<file path="src/vct_pkg.sv">
package vct_pkg;
  // Register byte offsets
  localparam logic [7:0] VCT_CTRL_OFS = 8'h00;
  localparam logic [7:0] VCT_STAT_OFS = 8'h04;
  localparam logic [7:0] VCT_IRQ_STAT_OFS = 8'h08;
  localparam logic [7:0] VCT_IRQ_MASK_OFS = 8'h0C;
  // Control field positions and reset value
  localparam int VCT_CTRL_MODE_LO_BIT = 0;
  localparam int VCT_CTRL_MODE_HI_BIT = 1;
  localparam int VCT_CTRL_DFR_BIT = 2;
  localparam logic [2:0] VCT_CTRL_RST = 3'h0;
  // Status field positions
  localparam int VCT_STAT_FLAG_BIT = 0;
  localparam int VCT_STAT_STD625_BIT = 1;
  localparam int VCT_STAT_ENGAGED_BIT = 2;
  localparam int VCT_STAT_COIN_LSB = 4;
  localparam int VCT_STAT_LEN_LSB = 16;
  // Interrupt bit positions
  localparam int VCT_IRQ_ENGAGE_BIT = 0;
  localparam int VCT_IRQ_DROP_BIT = 1;
  localparam int VCT_IRQ_STD_BIT = 2;
  localparam int VCT_IRQ_W = 3;
  // Line counts, normal field rate
  localparam logic [9:0] VCT_LINES_625 = 10'd625;
  localparam logic [9:0] VCT_LINES_525 = 10'd525;
  localparam logic [9:0] VCT_STOP_LOW = 10'd512;
  localparam logic [9:0] VCT_STOP_HIGH = 10'd672;
  localparam logic [9:0] VCT_STD_SPLIT = 10'd576;
  // Coincidence counter
  localparam logic [3:0] VCT_COIN_MAX = 4'hF;
  localparam logic [3:0] VCT_COIN_ENGAGE = 4'h8;
  // Vertical sync separator threshold: sync high time only broad pulses reach
  localparam int VCT_CLK_MHZ = 125;
  localparam int VCT_VSEP_NS = 16000;
  localparam int VCT_VSEP_CYC = (VCT_VSEP_NS * VCT_CLK_MHZ + 999) / 1000;
  localparam int VCT_VSEP_W = 12;
  localparam logic [VCT_VSEP_W-1:0] VCT_VSEP_THR = VCT_VSEP_W'(VCT_VSEP_CYC);
  localparam logic [VCT_VSEP_W-1:0] VCT_VSEP_MAX = '1;
  // Operating modes as coded by the two mode select bits
  typedef enum logic [1:0] {
    VCT_MODE_INJECT = 2'h0,
    VCT_MODE_AUTO = 2'h1,
    VCT_MODE_F525 = 2'h2,
    VCT_MODE_F625 = 2'h3
  } vct_mode_t;
endpackage : vct_pkg

</file>
<file path="src/vct_timebase.sv">
// Design decisions made here: strobed register access and the address map.
`timescale 1ns/1ps
`default_nettype none
module vct_timebase (
  input wire logic i_clock,
  input wire logic i_reset,
  input wire logic i_line_pulse,
  input wire logic i_comp_sync,
  input wire logic [7:0] i_addr,
  input wire logic [31:0] i_wdata,
  input wire logic i_wr,
  input wire logic i_rd,
  output logic [31:0] o_rdata,
  output logic o_irq,
  output logic o_field_start,
  output logic [9:0] o_line_count,
  output logic o_countdown_flag,
  output logic o_std_625
);
  import vct_pkg::*;

  // Pin synchronisers and sync separator state
  logic [2:0] line_sync_q;
  logic [1:0] csync_sync_q;
  logic line_tick;
  logic [VCT_VSEP_W-1:0] vsep_q;
  logic vsync_evt;
  logic vs_pend_q;
  // Host control word and its decoded mode
  logic [2:0] ctrl_q;
  vct_mode_t mode;
  logic dfr;
  // Field timing and coincidence state
  logic [9:0] line_q;
  logic [9:0] len_q;
  logic [3:0] coin_q;
  logic engaged_q;
  logic std625_q;
  // Interrupt and read-back registers
  logic [VCT_IRQ_W-1:0] irq_stat_q;
  logic [VCT_IRQ_W-1:0] irq_mask_q;
  logic [31:0] rdata_q;
  logic field_start_q;
  // Decisions taken on the current line tick
  // All but stat_rd settle from registers within the same cycle
  logic [9:0] lines_next;
  logic [9:0] expect_len;
  logic [9:0] stop_low;
  logic [9:0] stop_high;
  logic [9:0] std_split;
  logic [9:0] forced_len;
  logic forced;
  logic countdown;
  logic restart;
  logic judge;
  logic coin_hit;
  logic coin_miss;
  logic [3:0] coin_d;
  logic engaged_d;
  logic std_d;
  logic [VCT_IRQ_W-1:0] irq_evt;
  logic stat_rd;

  // Mode bits decoded straight from the control word
  assign mode = vct_mode_t'(ctrl_q[VCT_CTRL_MODE_HI_BIT:VCT_CTRL_MODE_LO_BIT]);
  assign dfr = ctrl_q[VCT_CTRL_DFR_BIT];

  // Pins from the line PLL and sync slicer pass two flops first
  // The third line flop only feeds the edge detector below
  // Clearing to zero matches the idle low pins, so no false edge follows
  always_ff @(posedge i_clock) begin
    if (i_reset) begin
      line_sync_q <= 3'h0;
      csync_sync_q <= 2'h0;
    end else begin
      line_sync_q <= {line_sync_q[1:0], i_line_pulse};
      csync_sync_q <= {csync_sync_q[0], i_comp_sync};
    end
  end
  // One tick per rising edge of the line pulse
  assign line_tick = line_sync_q[1] & ~line_sync_q[2];

  // Sync separator counter; only broad pulses keep sync high long enough
  // Saturating at both ends stops wrap-around on long sync or silence
  // Short line and equalising pulses never climb near the threshold
  always_ff @(posedge i_clock) begin
    if (i_reset) begin
      vsep_q <= '0;
    end else if (csync_sync_q[1]) begin
      if (vsep_q != VCT_VSEP_MAX) vsep_q <= vsep_q + 1'b1;
    end else if (vsep_q != '0) begin
      vsep_q <= vsep_q - 1'b1;
    end
  end
  // Upward crossing of the threshold is one vertical sync event
  // Matching one below the threshold gives a single event per climb
  assign vsync_evt = csync_sync_q[1] &&
                     vsep_q == VCT_VSEP_THR - 1'b1;

  // Vertical sync is held until the next line tick judges it
  // A sync landing on a tick is judged at the following tick
  always_ff @(posedge i_clock) begin
    if (i_reset) begin
      vs_pend_q <= 1'b0;
    end else if (vsync_evt) begin
      vs_pend_q <= 1'b1;
    end else if (line_tick) begin
      vs_pend_q <= 1'b0;
    end
  end

  // Limits scale with double field rate mode; 525 and 625 alike
  // The shift drops the half line of 625 and 525 in double rate
  // Halving keeps both end stops and the split in proportion
  always_comb begin
    stop_low = dfr ? (VCT_STOP_LOW >> 1) : VCT_STOP_LOW;
    stop_high = dfr ? (VCT_STOP_HIGH >> 1) : VCT_STOP_HIGH;
    std_split = dfr ? (VCT_STD_SPLIT >> 1) : VCT_STD_SPLIT;
    expect_len = std625_q ? VCT_LINES_625 : VCT_LINES_525;
    if (dfr) expect_len = expect_len >> 1;
    forced_len = (mode == VCT_MODE_F625) ? VCT_LINES_625 : VCT_LINES_525;
    if (dfr) forced_len = forced_len >> 1;
  end

  // Field restart decision, evaluated on each line tick
  // Forced modes never look at the pending sync
  // A hit and a miss never come together on one tick
  always_comb begin
    lines_next = line_q + 1'b1;
    forced = (mode == VCT_MODE_F525) || (mode == VCT_MODE_F625);
    countdown = (mode == VCT_MODE_AUTO) && engaged_q;
    restart = 1'b0;
    judge = 1'b0;
    coin_hit = 1'b0;
    coin_miss = 1'b0;
    if (line_tick) begin
      if (forced) begin
        restart = (lines_next >= forced_len);
      end else if (countdown) begin
        // Countdown restarts on the expected count and grades the sync
        // A sync away from the expected line counts as a miss
        restart = (lines_next >= expect_len);
        coin_hit = restart && vs_pend_q;
        coin_miss = (restart && !vs_pend_q) ||
                    (!restart && vs_pend_q);
      end else begin
        // Injection lock follows the first sync inside the window
        // A sync below the floor is dropped with the pending flag
        restart = (vs_pend_q && lines_next >= stop_low) ||
                  (lines_next >= stop_high);
        judge = restart;
        coin_hit = judge && vs_pend_q && lines_next == expect_len;
        coin_miss = judge && !coin_hit;
      end
    end
  end

  // Line counter and field length of the last field
  // Length holds the restart line, the tick count of the field just ended
  // Field start is a registered copy of the restart decision
  always_ff @(posedge i_clock) begin
    if (i_reset) begin
      line_q <= 10'h000;
      len_q <= 10'h000;
      field_start_q <= 1'b0;
    end else begin
      field_start_q <= restart;
      if (restart) begin
        line_q <= 10'h000;
        len_q <= lines_next;
      end else if (line_tick) begin
        line_q <= lines_next;
      end
    end
  end

  // Saturating coincidence counter and countdown engagement
  // Engagement needs auto mode as well as eight counted hits
  // Leaving auto drops engagement at once, the host's fast path
  always_comb begin
    coin_d = coin_q;
    if (coin_hit && coin_q != VCT_COIN_MAX) coin_d = coin_q + 1'b1;
    if (coin_miss && coin_q != 4'h0) coin_d = coin_q - 1'b1;
    engaged_d = engaged_q;
    if (mode != VCT_MODE_AUTO) begin
      engaged_d = 1'b0;
    end else if (coin_d >= VCT_COIN_ENGAGE) begin
      engaged_d = 1'b1;
    end else if (coin_d == 4'h0) begin
      engaged_d = 1'b0;
    end
    // Standard class from every injection-lock field, end stop included, and countdown fields
    // Forced fields say nothing about the received standard
    std_d = std625_q;
    if (judge || (countdown && restart)) begin
      std_d = (lines_next > std_split);
    end
  end

  // Coincidence state; the standard class starts out at 625 lines
  // Every step of the counter is applied here, hit or miss
  always_ff @(posedge i_clock) begin
    if (i_reset) begin
      coin_q <= 4'h0;
      engaged_q <= 1'b0;
      std625_q <= 1'b1;
    end else begin
      coin_q <= coin_d;
      engaged_q <= engaged_d;
      std625_q <= std_d;
    end
  end

  // Control register; field decisions take a mode change on the next line tick
  // The field in progress keeps running until a tick decides
  always_ff @(posedge i_clock) begin
    if (i_reset) begin
      ctrl_q <= VCT_CTRL_RST;
    end else if (i_wr && i_addr == VCT_CTRL_OFS) begin
      ctrl_q <= i_wdata[2:0];
    end
  end

  // Interrupt events: engage, drop back, standard change
  // Each event is a one-cycle edge of engagement or standard class
  assign irq_evt[VCT_IRQ_ENGAGE_BIT] = engaged_d & ~engaged_q;
  assign irq_evt[VCT_IRQ_DROP_BIT] = engaged_q & ~engaged_d;
  assign irq_evt[VCT_IRQ_STD_BIT] = std_d ^ std625_q;
  assign stat_rd = i_rd && i_addr == VCT_IRQ_STAT_OFS;

  // Read clears, but an event in the same cycle survives
  // Set wins, so no event is lost to a read racing it
  always_ff @(posedge i_clock) begin
    if (i_reset) begin
      irq_stat_q <= '0;
    end else begin
      irq_stat_q <= (stat_rd ? '0 : irq_stat_q) | irq_evt;
    end
  end

  // A one in the mask lets the matching status bit raise the interrupt
  // Writes to the mask do not touch pending status bits
  always_ff @(posedge i_clock) begin
    if (i_reset) begin
      irq_mask_q <= '0;
    end else if (i_wr && i_addr == VCT_IRQ_MASK_OFS) begin
      irq_mask_q <= i_wdata[VCT_IRQ_W-1:0];
    end
  end

  // Read data stand one cycle after the strobe; unmapped reads give zero
  // Zero outside the read cycle keeps the data lines quiet when idle
  always_ff @(posedge i_clock) begin
    if (i_reset) begin
      rdata_q <= 32'h0000_0000;
    end else if (i_rd) begin
      rdata_q <= 32'h0000_0000;
      unique case (i_addr)
        VCT_CTRL_OFS: rdata_q[2:0] <= ctrl_q;
        // Status packs flag, class, engagement, count and last length
        VCT_STAT_OFS: begin
          rdata_q[VCT_STAT_FLAG_BIT] <= coin_q[3];
          rdata_q[VCT_STAT_STD625_BIT] <= std625_q;
          rdata_q[VCT_STAT_ENGAGED_BIT] <= engaged_q;
          rdata_q[VCT_STAT_COIN_LSB +: 4] <= coin_q;
          rdata_q[VCT_STAT_LEN_LSB +: 10] <= len_q;
        end
        VCT_IRQ_STAT_OFS: rdata_q[VCT_IRQ_W-1:0] <= irq_stat_q;
        VCT_IRQ_MASK_OFS: rdata_q[VCT_IRQ_W-1:0] <= irq_mask_q;
        default: rdata_q <= 32'h0000_0000;
      endcase
    end else begin
      rdata_q <= 32'h0000_0000;
    end
  end

  // All outputs but the interrupt come straight from registers
  // The flag is the counter top bit, not the engaged state
  // Interrupt is a level, high while any enabled event is pending
  assign o_rdata = rdata_q;
  assign o_irq = |(irq_stat_q & irq_mask_q);
  assign o_field_start = field_start_q;
  assign o_line_count = line_q;
  assign o_countdown_flag = coin_q[3];
  assign o_std_625 = std625_q;
endmodule : vct_timebase
`default_nettype wire

</file>
<file path="config.mk">
export PLATFORM = sky130hd
export DESIGN_NAME = vct_timebase
export DESIGN_NICKNAME = d
export VERILOG_FILES = /design/src/vct_pkg.sv /design/src/vct_timebase.sv
export SDC_FILE = /design/constraint.sdc
export NUM_CORES = 1
export LEC_CHECK = 0
export BUFFER_PORTS_ARGS = -buffer_cell sky130_fd_sc_hd__clkbuf_2
export CORE_MARGIN = 8
export CORE_UTILIZATION = 31
export DETAILED_ROUTE_END_ITERATION = 12
export GPL_TIMING_DRIVEN = 0
export PLACE_DENSITY = 0.51
export SETUP_SLACK_MARGIN = 0.05
export SLEW_MARGIN = 30
export SYNTH_ARGS = -nofsm -noshare
export SYNTH_HDL_FRONTEND = slang
export SYNTH_SLANG_ARGS = --single-unit
</file>
<file path="constraint.sdc">
create_clock -name i_clock -period 4.5 [get_ports i_clock]
set_input_delay 0.45 -clock i_clock [delete_from_list [all_inputs] [get_ports i_clock]]
set_output_delay 0.45 -clock i_clock [all_outputs]
set_load 0.02 [all_outputs]
</file>
# Yosys cells after proc, flatten, opt, wreduce, memory -nomap -nowiden
# Cells that the tools add are included.
dict set report word_totals {
  elab_cells 115
  out_inout_bits 46
  reg_bits 86
}
dict set report classes {
  addsub 5
  eq_ne 12
  order_cmp 6
  n_bitwise 11
  reduce_logical 33
  muxes 32
}
# cell count
set ops {}
lappend ops {{$mux W10} 5}
lappend ops {{$ge A10 B10 Y1} 4}
lappend ops {{$mux W12} 3}
lappend ops {{$mux W1} 18}
lappend ops {{$eq A8 B4 Y1 const B} 2}
lappend ops {{$logic_and A1 B1 Y1} 15}
lappend ops {{$mux W7} 2}
lappend ops {{$add A12 B1 Y12 const B} 1}
lappend ops {{$eq A12 B11 Y1 const B} 1}
lappend ops {{$ne A12 B12 Y1 const B} 1}
lappend ops {{$pmux W3 S4} 1}
lappend ops {{$reduce_bool A12 Y1} 1}
lappend ops {{$sub A12 B1 Y12 const B} 1}
lappend ops {{$add A10 B1 Y10 const B} 1}
lappend ops {{$eq A10 B10 Y1} 1}
lappend ops {{$gt A10 B10 Y1} 1}
lappend ops {{$eq A8 B3 Y1 const B} 1}
lappend ops {{$logic_not A8 Y1} 1}
lappend ops {{$mux W4} 2}
lappend ops {{$reduce_or A3 Y1} 2}
lappend ops {{$not A1 Y1} 5}
lappend ops {{$add A4 B1 Y4 const B} 1}
lappend ops {{$eq A2 B2 Y1 const B} 2}
lappend ops {{$ge A4 B4 Y1 const B} 1}
lappend ops {{16 further kinds} 26}

# Longest topological paths before layout
dict set report logic_depth {
  depth_word 20
  ltp_mapped 17
  ltp_nobuf 17
}

# Least setup slack after synthesis
# Ideal clock, no wire load.
dict set report synth_timing {
  kind {flip-flop to flip-flop}
  from {reg line_q[1], in the netlist o_line_count[1]}
  to {reg irq_stat_q[1]}
  synth_period_minus_slack_ns 4.149
  required_time_ns 4.440
  arrival_time_ns 4.089
  n_path_buf 0
  path_slack_ns 0.351
  stages_incl_launch_ff 18
  cell_sequence {dfxtp_1 -> ha_1 -> nand3_2 -> nor3_1 -> xnor2_1 -> inv_1 -> ha_1 -> nand4_1 -> nor4_1 -> o21ai_0 -> o211ai_1 -> ha_1 -> nor2_1 -> a21o_1 -> or4_1 -> mux2_2 -> a221oi_2 -> a41o_1}
}
dict set report synth_between {
  elab_chain_len 20
  word_cells_on_any_way 34
}
# item line_no
set synth_rtl {}
lappend synth_rtl {{start: declaration} vct_timebase.sv:34} ;# logic [9:0] line_q;
lappend synth_rtl {{start signal: assignment} vct_timebase.sv:172} ;# line_q <= lines_next;
lappend synth_rtl {{$add A10 B1 Y10 (*)} vct_timebase.sv:129} ;# lines_next = line_q + 1'b1;
lappend synth_rtl {{named net lines_next[8]} vct_timebase.sv:46} ;# logic [9:0] lines_next;
lappend synth_rtl {{$ge A10 B10 Y1} vct_timebase.sv:149} ;# restart = (vs_pend_q && lines_next >= stop_low) ||
lappend synth_rtl {{$logic_and A1 B1 Y1} vct_timebase.sv:149}
lappend synth_rtl {{$logic_or A1 B1 Y1} vct_timebase.sv:149}
lappend synth_rtl {{$logic_and A1 B1 Y1 (2 in series)} vct_timebase.sv:152} ;# coin_hit = judge && vs_pend_q && lines_next == expect_len;
lappend synth_rtl {{$logic_not A1 Y1} vct_timebase.sv:153} ;# coin_miss = judge && !coin_hit;
lappend synth_rtl {{$logic_and A1 B1 Y1} vct_timebase.sv:153}
lappend synth_rtl {{[... 3 more ...]} -}
lappend synth_rtl {{$logic_and A1 B1 Y1} vct_timebase.sv:183} ;# if (coin_miss && coin_q != 4'h0) coin_d = coin_q - 1'b1;
lappend synth_rtl {{$mux W4 (*)} vct_timebase.sv:183}
lappend synth_rtl {{parallel branches: the longest is 2 deep, another holds $ge A4 B4 Y1} -}
lappend synth_rtl {{$mux W1 (*)} vct_timebase.sv:187} ;# end else if (coin_d >= VCT_COIN_ENGAGE) begin
lappend synth_rtl {{$mux W1 (*)} vct_timebase.sv:185} ;# if (mode != VCT_MODE_AUTO) begin
lappend synth_rtl {{$not A1 Y1 (*)} vct_timebase.sv:227} ;# assign irq_evt[VCT_IRQ_DROP_BIT] = engaged_q & ~engaged_d;
lappend synth_rtl {{$and A1 B1 Y1 (*)} vct_timebase.sv:227}
lappend synth_rtl {{$or A3 B3 Y3 (*)} vct_timebase.sv:237} ;# irq_stat_q <= (stat_rd ? '0 : irq_stat_q) | irq_evt;
lappend synth_rtl {{end signal: assignment} vct_timebase.sv:237}
lappend synth_rtl {{end: declaration} vct_timebase.sv:40} ;# logic [VCT_IRQ_W-1:0] irq_stat_q;
# Mark *: on every way through the listed nets, which the timed path passes.
# A chain may end at the register's enable or synchronous reset.

# Final worst setup path
dict set report layout_timing {
  from {reg line_q[0], in the netlist o_line_count[0]}
  to {reg irq_stat_q[1]}
}
# Same word-level chain as after synthesis.

==> metrics <==
status finished, final reports clean; gpl congestion 0.862; beginning of the worst hold path i_line_pulse; CTS buffer count 9; CTS tree done; CP most frequent cell a21o_1; Root Buffer clkbuf_16; asr flop ratio synth 0%; pins over their slew limit 0; CP required 4780 ps; Reg-to-Reg Start o_line_count[0]; Multi-input gate area 0.00283 sq mm; critical path's top delay family compound AO/OA/AOI/OAI gates; most common cell in the netlist dfxtp_1; Synth Area per Inst 8.77 sq um; Clock Skew 12.2 ps; worst hold-check path type in -> reg; sequential power share 37.4%; Clock Sinks 71; DRC violation count after routing 0; P_sw 588 uW; critical-path cell list buf_4, nand3_1, xnor2_4, ha_1, a21o_1, a21o_1, a21o_1, a211oi_1, o211ai_1, ha_1, mux2i_2, nor3_4, or4_1, a221oi_2, a41o_1; CP Capture Type register; Post-synth EDFFs 0; die extent in y 135 microns; nets@finish 661; PD cells 364 mW/mm^2; hold_buf cts 0; Cells after DPL 740; R2R Setup Slk 260 ps; grt ovf 0; Slew HR 44.1%; Layout Utilization 38.4%; Core Region 0.0139 sq mm; Ports 92; slowest stage cell, crit path or4_1; sequential cell area 0.00143 sq mm; H-tree depth 3; routed via count 3870; Pleak 0.00228 uW; first-pass GRT wire length 19.8 mm; Total Routing Usage GR 13.5%; startpoint types register; Vias per Instance 5.11; clk_lat worst skew 340 ps; Antenna diodes 0; Clock Power Share 37.2%; Peak Freq 236 MHz; ratio of cells with drive above 1 in the final layout 19.9%; largest cells by area after synthesis dfxtp_1 32%, ha_1 12%, nor3_1 3.3%, xnor2_1 3.2%, a21oi_1 3.1%; CTS Buffer Depth 2; Finished Layout Cells 758; initial antenna violation count 0; Slowest Stage Delay on Critical Path 500 ps; Worst Setup SP o_line_count[0]; Critical Path Fanout Max 9; Starting Density 31.7%; Yosys Warn Count 0; CP bufs+invs 1; Area Overhead vs Synth 21.3%; period utilisation layout 94.2%; largest net degree at the start of global routing 14; Synth top cells by count 71 x dfxtp_1, 41 x ha_1, 30 x nor2_1; prevailing post-synth register cell dfxtp_1; Cell Area, Synth 0.00440 sq mm; IO Port Bufs 45; Yosys cell types 68; MaxCap Viol Count 0; Worst-Margin Slew 837 ps; RSZ-0062 raised after global routing false; internal cell power 1350 uW; leading area contributor after synthesis dfxtp_1; setup tns final 0 ps; Post-DRT Antenna Nets 0; Comb power frac 25.4%; Post-Route WL 11.7 mm; DR iter-0 viols 258; clock transition at the registers of the reported paths 60 ps; die area 0.0182 sq mm; Detailed Routing Iterations Pass 1 4; FILL cells 1433; count of final hold-check violations 0; Post-Syn Instances 501; top cell type's share of synthesized area 32.3%; Switching Share 30.3%; Seq/Total Area, Yosys 32.3%; vias in the first global route 3922; cell row count 43; dpl hpwl 8.94 mm; Final setup viols 0; WL/cell 15.5 microns; WP data arrival 4520 ps; Tmin final 4240 ps; Crit Path Category reg -> reg; Yosys reg bits 71; DIE WIDTH 135 microns; VDD IR-drop max 0.000175 V
==> cell families after synthesis <==
| group | synth area share [%] |
|---|---|
| and+or+nand+nor | 22.9 |
| other | 0.0853 |
| AOI/OAI and AO/OA | 16.3 |
| adders and majority gates | 12.1 |
| xor gates and xnor gates | 5.18 |
| buffers and inverters | 6.95 |
| DFF | 32.3 |
| muxes | 4.10 |
==> final cells by class <==
type	instances	share of cell area, %
clock inverter	5	1.08
timing repair buffer	47	4.51
inverter	24	1.69
multi-input combinational	384	53.1
tap	180	4.22
clock buffer	11	4.55
sequential	71	26.8
buffer	36	4.08
==> flip-flops by register name, indices dropped and copies added (netlist names) <==
register and flops:
line_sync_q 3, engaged_q 1, vs_pend_q 1, irq_stat_q 3, ctrl_q 3, o_rdata 17, vsep_q 12, o_std_625 1
o_line_count 10, coin_q 4, irq_mask_q 3, csync_sync_q 2, len_q 10, o_field_start 1
==> layout by cell type (no fill, tap or decap), drive strengths merged, types with 3 or more instances in the layout <==
cell type	count
or4	5
mux4	3
xnor2	16
and3	3
buf	24
or3	4
and2	16
nor3	31
o21ai	6
nand2	29
a31oi	10
ha	41
nand2b	7
nand3	18
nor4	10
a311oi	5
mux2i	9
xor2	10
o2111ai	3
nor2b	9
nor2	31
clkbuf	70
a211oi	9
a21oi	27
dfxtp	71
nand4	13
a21o	11
o211ai	7
clkinvlp	3
conb	15
inv	24
==> what timing repair did <==
action                     in CTS  in global routing
setup endpoints to repair       4                 15
resized for setup              10                 14
buffers inserted                1                  1
pin swaps                       1                  2
==> metrics by stage <==
stage	hold slack (ps)	total power [uW]	setup WS [ps]	area, sq um
after floorplan	414	1130	351	4450
after global placement	425	1210	-157	4900
after detailed placement	435	1230	-225	4900
after CTS	345	1950	90.7	5250
after global routing	346	2070	42.5	5330
final	350	1940	259	5330
==> worst paths after layout <==
path,to,cells after the start
min,line_sync_q[0],2
max,irq_stat_q[1],15
min reg2reg,csync_sync_q[1],1
max reg2reg,irq_stat_q[1],15
==> power by group through the flow <==
stage          clock network (uW)  logic [uW]  registers, uW
6_report                      721         493            726
5_1_grt                       765         568            735
4_1_cts                       737         491            726
3_5_place_dp                    0         486            739
3_3_place_gp                    0         476            738
2_1_floorplan                   0         406            724
==> per-layer routing <==
| metal | up-vias | track usage (%) | share of wire [%] |
|---|---|---|---|
| met2 | 77 | 21.2 | 46 |
| met5 | - | 0 | 0 |
| met4 | 0 | 4.81 | 1.5 |
| li1 | 1961 | - | - |
| met1 | 1818 | 17.4 | 48 |
| met3 | 14 | 3.38 | 4.4 |
(Power assumes the default switching activity.)
